File: src/hdl/cat_cfg.svh
// constants for the counter array timebase: register offsets, field
// positions, reset values and divider counts.
// assumes a 100 MHz system clock and an APB bus with 32-bit data.
// ----------------------------------------------------------------
// Contract
// - counter is 16 bits, seen by software as low and high byte registers
// - reading the low byte latches the high byte; high read returns that latch
// - reading either count byte never disturbs counting
// - timebase 000 sysclk/12, 001 sysclk/4, 100 sysclk
// - timebase 010 counts timer 0 overflows, 011 falling edges of count input
// - timebase 101 external osc/8, 110 low-frequency osc/8, 111 reserved
// - every non-sysclk source is synchronised before counting; timer 0 overflow enters the timebase unsynchronised
// - wrap from ffff to 0000 sets the counter overflow flag
// - counter overflow requests interrupt only when its enable bit is set
// - idle-stop bit low lets the array run during cpu idle
// - intermediate overflow flag set by carry out of bit 8, 9, 10 or 11; the code sets it on carry out of bit 7, 8, 9 or 10
// - each of three channels has its own mode-driven event flag
// - flags set on their trigger regardless of interrupt enables
// - each flag has its own enable into the interrupt request
// - request reaches cpu only with global and array enables both set
// - five flags merge into one array interrupt request
// - three 16-bit capture/compare channels share the counter, each with a pin
// - channel 2 acts as watchdog, enabled after every reset
// - watchdog mode restricts software access to some registers
// ----------------------------------------------------------------
`ifndef CAT_CFG_SVH
`define CAT_CFG_SVH

// register byte offsets
`define CAT_OFS_CNT_LOW 12'h000
`define CAT_OFS_CNT_HIGH 12'h004
`define CAT_OFS_MODE 12'h008
`define CAT_OFS_FLAGS 12'h00c
`define CAT_OFS_IRQEN 12'h010
`define CAT_OFS_CH_MODE 12'h020
`define CAT_OFS_CH_VAL 12'h030
`define CAT_OFS_CH_SPAN 12'h00c

// mode register fields
`define CAT_MODE_OVF_IE 0
`define CAT_MODE_TB_LSB 1
`define CAT_MODE_WDT 6
`define CAT_MODE_IDLE 7
`define CAT_MODE_WDT_RST 1'b1

// flag and enable register fields
`define CAT_FLAG_INTERMEDIATE_OVERFLOW_FLAG 3
`define CAT_FLAG_CF 4
`define CAT_IRQEN_INTERMEDIATE_OVERFLOW_FLAG 3
`define CAT_IRQEN_SEL_LSB 4

// channel mode fields
`define CAT_CH_CAP_POS 0
`define CAT_CH_CAP_NEG 1
`define CAT_CH_MATCH 2
`define CAT_CH_PIN 3
`define CAT_WDT_CH 2

// timebase codes
`define CAT_TB_DIV12 3'h0
`define CAT_TB_DIV4 3'h1
`define CAT_TB_T0 3'h2
`define CAT_TB_ECI 3'h3
`define CAT_TB_SYS 3'h4
`define CAT_TB_EXT 3'h5
`define CAT_TB_LF 3'h6

// divider counts and masks
`define CAT_DIV12_LAST 4'hb
`define CAT_DIV4_LAST 2'h3
`define CAT_OSC_DIV_LAST 3'h7
`define CAT_CNT_MAX 16'hffff
`define CAT_INTERMEDIATE_OVERFLOW_FLAG_MASK 16'h07ff

// synchroniser bit positions
`define CAT_SYN_ECI 0
`define CAT_SYN_EXT 1
`define CAT_SYN_LF 2
`define CAT_SYN_CH 3

`endif

File: src/hdl/cat_pkg.sv
// types shared by the counter array timebase block.
// assumes cat_cfg.svh is compiled alongside for the constants.
package cat_pkg;

   // apb request from master
   typedef struct packed {
      logic psel;
      logic penable;
      logic pwrite;
      logic [11:0] paddr;
      logic [31:0] pwdata;
   } cat_apb_req_t;

   // apb answer to master
   typedef struct packed {
      logic [31:0] prdata;
      logic pready;
      logic pslverr;
   } cat_apb_rsp_t;

   // whole block state
   typedef struct packed {
      logic [15:0] count;
      logic [7:0] snap;
      logic [31:0] prdata;
      logic perr;
      logic [3:0] div;
      logic [2:0] extDiv;
      logic [2:0] lfDiv;
      logic [5:0] s1;
      logic [5:0] s2;
      logic [5:0] s3;
      logic [5:0] filt;
      logic ovfIe;
      logic [2:0] tbSel;
      logic wdtEn;
      logic idleStop;
      logic [1:0] covfSel;
      logic covfIe;
      logic [2:0] chIe;
      logic cf;
      logic intermediate_overflow_flag;
      logic [2:0] ccf;
      logic [2:0][3:0] chMode;
      logic [2:0][15:0] chVal;
      logic [2:0] chOut;
      logic wdtRst;
   } cat_state_t;

endpackage

File: src/hdl/cat_timebase.sv
// counter array core: 16-bit counter, timebase, snapshot read,
// three capture/compare channels, watchdog channel, interrupt tree.
// assumes an APB master on clk and raw pins from outside the domain.
//
// Added by the designer: the register offsets and the APB register port.
`timescale 1ns/1ps
`default_nettype none
`include "cat_cfg.svh"

module cat_timebase (
   // clock and reset
   input wire logic clk,
   input wire logic reset,
   // register bus
   input wire cat_pkg::cat_apb_req_t apbReq,
   output cat_pkg::cat_apb_rsp_t apbRsp,
   // pins and sources from outside the clock domain
   input wire logic externalCountInput,
   input wire logic extOscClk,
   input wire logic lfOscClk,
   input wire logic [2:0] channelIoIn,
   // same-domain inputs
   input wire logic timer0Overflow,
   input wire logic cpuIdle,
   input wire logic globalIrqEnable,
   input wire logic arrayIrqEnable,
   // channel pins
   output logic [2:0] channelIoOut,
   output logic [2:0] channelIoOe_n,
   // requests
   output logic irqRequest,
   output logic watchdogReset
);

   // ----------------------------------------------------------------
   // decode helpers
   // ----------------------------------------------------------------

   // {hit, index} for a register bank of three words at base
   function automatic logic [2:0] chHit(input logic [11:0] a, input logic [11:0] base);
      logic [11:0] d;
      d = a - base;
      chHit = {(a >= base) && (d < `CAT_OFS_CH_SPAN) && (a[1:0] == 2'h0), d[3:2]};
   endfunction

   cat_pkg::cat_state_t r;
   cat_pkg::cat_state_t n;

   logic [5:0] rise;
   logic [5:0] fall;
   logic tick;
   logic halt;
   logic adv;
   logic [15:0] covfMask;
   logic [7:0] modeByte;
   logic rdSetup;
   logic wrAccess;
   logic [2:0] hitMode;
   logic [2:0] hitVal;

   // ----------------------------------------------------------------
   // synchronised edges
   // ----------------------------------------------------------------

   // an edge counts only once the second and third stages agree
   genvar g;
   generate
      for (g = 0; g < 6; g++) begin : gEdge
         assign rise[g] = (r.s2[g] == r.s3[g]) && r.s3[g] && !r.filt[g];
         assign fall[g] = (r.s2[g] == r.s3[g]) && !r.s3[g] && r.filt[g];
      end
   endgenerate

   // ----------------------------------------------------------------
   // timebase select
   // ----------------------------------------------------------------

   // one tick per count step; 111 yields no tick at all
   always_comb begin
      case (r.tbSel)
         `CAT_TB_DIV12: tick = (r.div == `CAT_DIV12_LAST);
         `CAT_TB_DIV4: tick = (r.div[1:0] == `CAT_DIV4_LAST);
         `CAT_TB_T0: tick = timer0Overflow;
         `CAT_TB_ECI: tick = fall[`CAT_SYN_ECI];
         `CAT_TB_SYS: tick = 1'b1;
         `CAT_TB_EXT: tick = fall[`CAT_SYN_EXT] && (r.extDiv == `CAT_OSC_DIV_LAST);
         `CAT_TB_LF: tick = fall[`CAT_SYN_LF] && (r.lfDiv == `CAT_OSC_DIV_LAST);
         default: tick = 1'b0;
      endcase
   end

   // idle stop freezes the count, otherwise the array ignores idle
   assign halt = cpuIdle && r.idleStop;
   assign adv = tick && !halt;
   assign covfMask = `CAT_INTERMEDIATE_OVERFLOW_FLAG_MASK >> (2'h3 - r.covfSel);

   // bus phases
   assign rdSetup = apbReq.psel && !apbReq.penable && !apbReq.pwrite;
   assign wrAccess = apbReq.psel && apbReq.penable && apbReq.pwrite;
   assign hitMode = chHit(apbReq.paddr, `CAT_OFS_CH_MODE);
   assign hitVal = chHit(apbReq.paddr, `CAT_OFS_CH_VAL);
   assign modeByte = {r.idleStop, r.wdtEn, 2'h0, r.tbSel, r.ovfIe};

   // ----------------------------------------------------------------
   // next state
   // ----------------------------------------------------------------

   always_comb begin
      n = r;
      n.wdtRst = 1'b0;

      // three-stage synchronisers for all foreign inputs
      n.s1 = {channelIoIn, lfOscClk, extOscClk, externalCountInput};
      n.s2 = r.s1;
      n.s3 = r.s2;
      for (int k = 0; k < 6; k++) begin
         if (r.s2[k] == r.s3[k]) begin
            n.filt[k] = r.s3[k];
         end
      end

      // prescaler runs always so the divided rates stay regular
      if (r.div == `CAT_DIV12_LAST) begin
         n.div = 4'h0;
      end else begin
         n.div = r.div + 4'h1;
      end
      if (fall[`CAT_SYN_EXT]) begin
         n.extDiv = r.extDiv + 3'h1;
      end
      if (fall[`CAT_SYN_LF]) begin
         n.lfDiv = r.lfDiv + 3'h1;
      end

      // counter step; reads never enter this path
      if (adv) begin
         n.count = r.count + 16'h0001;
      end

      // channels: capture on pin edges, match on count steps
      for (int k = 0; k < 3; k++) begin
         if ((r.chMode[k][`CAT_CH_CAP_POS] && rise[`CAT_SYN_CH + k])
               || (r.chMode[k][`CAT_CH_CAP_NEG] && fall[`CAT_SYN_CH + k])) begin
            n.chVal[k] = r.count;
         end
      end

      // ---------------- register bus ----------------
      // read data is taken in setup so the access phase answers at once
      if (rdSetup) begin
         n.prdata = 32'h0;
         n.perr = 1'b0;
         if (apbReq.paddr == `CAT_OFS_CNT_LOW) begin
            n.prdata[7:0] = r.count[7:0];
            n.snap = r.count[15:8];
         end else if (apbReq.paddr == `CAT_OFS_CNT_HIGH) begin
            n.prdata[7:0] = r.snap;
         end else if (apbReq.paddr == `CAT_OFS_MODE) begin
            n.prdata[7:0] = modeByte;
         end else if (apbReq.paddr == `CAT_OFS_FLAGS) begin
            n.prdata[4:0] = {r.cf, r.intermediate_overflow_flag, r.ccf};
         end else if (apbReq.paddr == `CAT_OFS_IRQEN) begin
            n.prdata[5:0] = {r.covfSel, r.covfIe, r.chIe};
         end else if (hitMode[2]) begin
            n.prdata[3:0] = r.chMode[hitMode[1:0]];
         end else if (hitVal[2]) begin
            n.prdata[15:0] = r.chVal[hitVal[1:0]];
         end else begin
            n.perr = 1'b1;
         end
      end else if (apbReq.psel && !apbReq.penable) begin
         n.prdata = 32'h0;
         n.perr = 1'b0;
         if (apbReq.paddr != `CAT_OFS_CNT_LOW && apbReq.paddr != `CAT_OFS_CNT_HIGH
               && apbReq.paddr != `CAT_OFS_MODE && apbReq.paddr != `CAT_OFS_FLAGS
               && apbReq.paddr != `CAT_OFS_IRQEN && !hitMode[2] && !hitVal[2]) begin
            n.perr = 1'b1;
         end
      end

      // writes land at the access edge; a written count byte beats a step, the other byte still takes the step
      if (wrAccess) begin
         if (apbReq.paddr == `CAT_OFS_CNT_LOW) begin
            n.count[7:0] = apbReq.pwdata[7:0];
         end else if (apbReq.paddr == `CAT_OFS_CNT_HIGH) begin
            n.count[15:8] = apbReq.pwdata[7:0];
         end else if (apbReq.paddr == `CAT_OFS_MODE) begin
            // while the watchdog runs only its own enable may change
            n.wdtEn = apbReq.pwdata[`CAT_MODE_WDT];
            if (!r.wdtEn) begin
               n.ovfIe = apbReq.pwdata[`CAT_MODE_OVF_IE];
               n.tbSel = apbReq.pwdata[`CAT_MODE_TB_LSB +: 3];
               n.idleStop = apbReq.pwdata[`CAT_MODE_IDLE];
            end
         end else if (apbReq.paddr == `CAT_OFS_FLAGS) begin
            // write one to clear; hardware sets below win
            n.ccf = r.ccf & ~apbReq.pwdata[2:0];
            n.intermediate_overflow_flag = r.intermediate_overflow_flag && !apbReq.pwdata[`CAT_FLAG_INTERMEDIATE_OVERFLOW_FLAG];
            n.cf = r.cf && !apbReq.pwdata[`CAT_FLAG_CF];
         end else if (apbReq.paddr == `CAT_OFS_IRQEN) begin
            n.chIe = apbReq.pwdata[2:0];
            n.covfIe = apbReq.pwdata[`CAT_IRQEN_INTERMEDIATE_OVERFLOW_FLAG];
            n.covfSel = apbReq.pwdata[`CAT_IRQEN_SEL_LSB +: 2];
         end else if (hitMode[2]) begin
            if (!(r.wdtEn && hitMode[1:0] == 2'(`CAT_WDT_CH))) begin
               n.chMode[hitMode[1:0]] = apbReq.pwdata[3:0];
            end
         end else if (hitVal[2]) begin
            n.chVal[hitVal[1:0]] = apbReq.pwdata[15:0];
         end
      end

      // ---------------- flag sets, after clears ----------------
      if (adv && r.count == `CAT_CNT_MAX) begin
         n.cf = 1'b1;
      end
      if (adv && (r.count & covfMask) == covfMask) begin
         n.intermediate_overflow_flag = 1'b1;
      end
      for (int k = 0; k < 3; k++) begin
         if ((r.chMode[k][`CAT_CH_CAP_POS] && rise[`CAT_SYN_CH + k])
               || (r.chMode[k][`CAT_CH_CAP_NEG] && fall[`CAT_SYN_CH + k])) begin
            n.ccf[k] = 1'b1;
         end
         if (adv && r.chMode[k][`CAT_CH_MATCH] && r.count == r.chVal[k]) begin
            if (k == `CAT_WDT_CH && r.wdtEn) begin
               n.wdtRst = 1'b1;
            end else begin
               n.ccf[k] = 1'b1;
               n.chOut[k] = !r.chOut[k];
            end
         end
      end
      // the watchdog also fires with a cleared match bit so only clearing its enable disarms it
      if (r.wdtEn && adv && !r.chMode[`CAT_WDT_CH][`CAT_CH_MATCH]
            && r.count == r.chVal[`CAT_WDT_CH]) begin
         n.wdtRst = 1'b1;
      end
   end

   // ----------------------------------------------------------------
   // state register
   // ----------------------------------------------------------------

   always_ff @(posedge clk) begin
      if (reset) begin
         r <= '0;
         r.wdtEn <= `CAT_MODE_WDT_RST;
      end else begin
         r <= n;
      end
   end

   // ----------------------------------------------------------------
   // outputs
   // ----------------------------------------------------------------

   // zero-wait slave: data was prepared in the setup cycle
   assign apbRsp.prdata = r.prdata;
   assign apbRsp.pready = 1'b1;
   assign apbRsp.pslverr = r.perr;

   // five flags through their own enables, then the cpu-side gates
   assign irqRequest = globalIrqEnable && arrayIrqEnable
      && ((r.cf && r.ovfIe) || (r.intermediate_overflow_flag && r.covfIe) || |(r.ccf & r.chIe));

   assign watchdogReset = r.wdtRst;

   // channel pins are driven only when the pin bit is set
   generate
      for (g = 0; g < 3; g++) begin : gPin
         assign channelIoOut[g] = r.chOut[g];
         assign channelIoOe_n[g] = !r.chMode[g][`CAT_CH_PIN];
      end
   endgenerate
endmodule

`default_nettype wire

File: config.mk
export PLATFORM = sky130hd
export DESIGN_NAME = cat_timebase
export DESIGN_NICKNAME = d
export VERILOG_FILES = /design/src/hdl/cat_pkg.sv /design/src/hdl/cat_timebase.sv
export VERILOG_INCLUDE_DIRS = /design/src /design/src/hdl
export SDC_FILE = /design/constraint.sdc
export NUM_CORES = 1
export LEC_CHECK = 0
export ABC_AREA = 1
export BUFFER_PORTS_ARGS = -buffer_cell sky130_fd_sc_hd__buf_2
export CAP_MARGIN = 20
export CELL_PAD_IN_SITES_DETAIL_PLACEMENT = 0
export CELL_PAD_IN_SITES_GLOBAL_PLACEMENT = 1
export CORE_ASPECT_RATIO = 0.6
export CORE_MARGIN = 3
export CORE_UTILIZATION = 45
export DETAILED_ROUTE_END_ITERATION = 7
export PLACE_DENSITY = 0.84
export SLEW_MARGIN = 5
export SYNTH_ARGS = -nofsm -noshare
export SYNTH_HDL_FRONTEND = slang
export SYNTH_SLANG_ARGS = --single-unit
File: constraint.sdc
create_clock -name clk -period 2.7 [get_ports clk]
set_input_delay 0.27 -clock clk [delete_from_list [all_inputs] [get_ports clk]]
set_output_delay 0.27 -clock clk [all_outputs]
set_load 0.1 [all_outputs]
==> flow_metrics.tcl <==
set metrics [dict create \
    outcome "completed" \
    crit_family "simple AND/OR/NAND/NOR gates" \
    fin_total_pwr_mw 5.13 \
    synth_common_cells "nand2_1, inv_1, dfxtp_1" \
    post-cts-setup-buffers 0 \
    nFillCells 2039 \
    clockRootBuffer "clkbuf_16" \
    required_ns 3.09 \
    drv_cap 0 \
    setup-violations-final 0 \
    synth_warnings 0 \
    vdd_drop_max_uv 465 \
    pwr-share-seq_pct 45.4 \
    synth.most_common_cell "nand2_1" \
    route.detailed.drc 0 \
    synth_edf_count 0 \
    yosys_register_bits 156 \
    internal_power_mw 3.70 \
    hp-class "in -> reg" \
    tightest_slew_ns 0.741 \
    end_kind "register" \
    area_growth_pct 11.3 \
    layout-drive-gt1-share_pct 11.7 \
    dp.cells 1664 \
    dr.pass1.iters 6 \
    core_region_area_sq_um 19400 \
    antenna_cells 0 \
    grt_util_all_layers_pct 27.6 \
    ctsHoldBuffers 0 \
    slowest_stage "dfxtp_1" \
    chipHeight_um 116 \
    slowest_delay_ns 0.56 \
    die_area_sq_um 22000 \
    clk_latency_ns 0.45 \
    portBuffers 67 \
    critPathMaxFanout 10 \
    yosys.area.top_type "dfxtp_1" \
    setup-tns-final_ns 0 \
    layout.cells.non_filler 1696 \
    synth.distinct_cells 44 \
    routedWlPerCell_um 17.8 \
    p_comb_share_pct 7.0 \
    via_per_inst 5.37 \
    crit_arrival_ns 2.62 \
    row_count 39 \
    synth_top_area_share_pct 34.4 \
    drtAntennaViolNets 0 \
    synth_area_sq_um 9090 \
    gp_congestion 0.969 \
    async_reset_ff_share_pct 0 \
    cts_buffers 17 \
    ios 101 \
    cts-htree-levels 4 \
    routed_wl_um 30100 \
    cts_tree "built" \
    nets 1493 \
    cpMostUsedCell "nand2_1" \
    clock.fmax_mhz 449 \
    syn_avg_cell_area_sq_um 6.57 \
    path_cells "clkinv_1 -> nor3_2 -> nand2_1 -> nor3_1 -> xor2_1 -> nand2_1 -> nand3_1 -> nand2_1 -> inv_1" \
    clkPwrFrac_pct 47.6 \
    drv_slew 0 \
    antenna_found_initial 0 \
    switching_power_mw 1.42 \
    ys_top_cells_by_area "dfxtp_1, nand2_1, o21ai_0" \
    hpwl_um 22500 \
    path_clk_slew_ns 0.07 \
    fp.dieW_um 189 \
    seq_area_frac_synth_pct 34.4 \
    hold_viol 0 \
    start_util_pct 46.8 \
    fin_hold_ws_ns 0.0217 \
    min_period_over_period_pct 82.5 \
    cts.sinks 156 \
    netlist_instances 1384 \
    grt_pass1_wl_um 46000 \
    p_leak_nw 4.47 \
    start_kind "register" \
    dominantRegCellSynth "dfxtp_1" \
    timing_worst_setup_path_type "reg -> reg" \
    p_sw_share_pct 27.7 \
    maxSlewHeadroom_pct 50.6 \
    drt_iter0_drc 1058 \
    crit_buf_inv 2 \
    grt_pass1_vias 7886 \
    vias 9107 \
    fin_skew_ns 0.0116 \
    grt_start_max_net_pins 55 \
    clockBufferDepth 2 \
    pwr_density_cell_nw_per_um2 506 \
    grt_overflow 0 \
    final_util_pct 52.1 \
    cts_resized 0 \
    finalCriticalPeriod_ns 2.23 \
    rsz0062_at_grt "no" \
]
## sequential cells by signal, indices dropped and copies added, names as in the netlist, named ones only
register / count
watchdogReset: 1
r: 105
apbRsp: 17
n: 12
channelIoOut: 3
modeByte: 6
## per-layer routing
| layer | part of all wire [%] | vias to the layer above | track usage, % |
|---|---|---|---|
| li1 | - | 4491 | - |
| met1 | 48 | 4127 | 42.5 |
| met2 | 36 | 468 | 35.7 |
| met3 | 14 | 19 | 10.9 |
| met4 | 0.76 | 2 | 4.68 |
| met5 | 0.34 | - | 3.21 |
## through the flow
stage,worst slack (ns),area [sq um]
final,0.474,10100
after global routing,0.307,10100
after CTS,0.509,10100
after detailed placement,0.377,9540
after global placement,0.440,9540
after floorplan,0.689,9150
## area by class of cell
type / instances / area, sq um / share of cell area (%)
clock buffer: 18 / 429 / 4.24
clock inverter: 14 / 149 / 1.47
inverter: 182 / 683 / 6.75
multi-input combinational: 960 / 4780 / 47.3
sequential: 156 / 3120 / 30.9
tap: 266 / 333 / 3.29
timing repair buffer: 100 / 621 / 6.13
## worst paths after layout
path | startpoint | to | slack [ns] | cells after the start
worst min register to register | n[95] | n[89] | 0.40 | 2
worst max register to register | r[157] | r[171] | 0.47 | 9
worst min-delay path | externalCountInput | n[93] | 0.02 | 3
worst max-delay path | r[157] | r[171] | 0.47 | 9
## logic make-up after synthesis
group | Yosys count | share of synthesized area, %
DFF | 156 | 34.4
AOI/OAI and AO/OA | 330 | 19.4
other | 2 | 0.0826
and+or+nand+nor | 559 | 26.3
buffers and inverters | 283 | 13.9
adders and majority gates | 17 | 2.34
xor gates and xnor gates | 37 | 3.56
## worst reg2reg max path, cell delays in order (launching register included)
cell and delay [ns]:
dfxtp_1 0.56, clkinv_1 0.47, nor3_2 0.42, nand2_1 0.13
nor3_1 0.19, xor2_1 0.17, nand2_1 0.07, nand3_1 0.07
nand2_1 0.06, inv_1 0.05
## placed cells by master (no fill, tap or decap), types with 18 or more instances in the layout
cell / n
dfxtp_1: 156
buf_2: 67
nor3_1: 18
buf_4: 30
nand2_1: 299
inv_1: 167
nand3_1: 53
o211ai_1: 20
a21oi_1: 117
nor2_1: 145
xor2_1: 22
o21ai_1: 36
o21ai_0: 133
## power groups by stage
stage	Sequential (mW)	Clock [mW]	Combinational (mW)
finish	2.33	2.44	0.360
global route	2.33	2.58	0.389
CTS	2.33	2.47	0.357
detailed placement	2.38	0	0.357
global placement	2.38	0	0.355
floorplan	2.38	0	0.275
No activity file was read; power rests on OpenSTA's default activity.
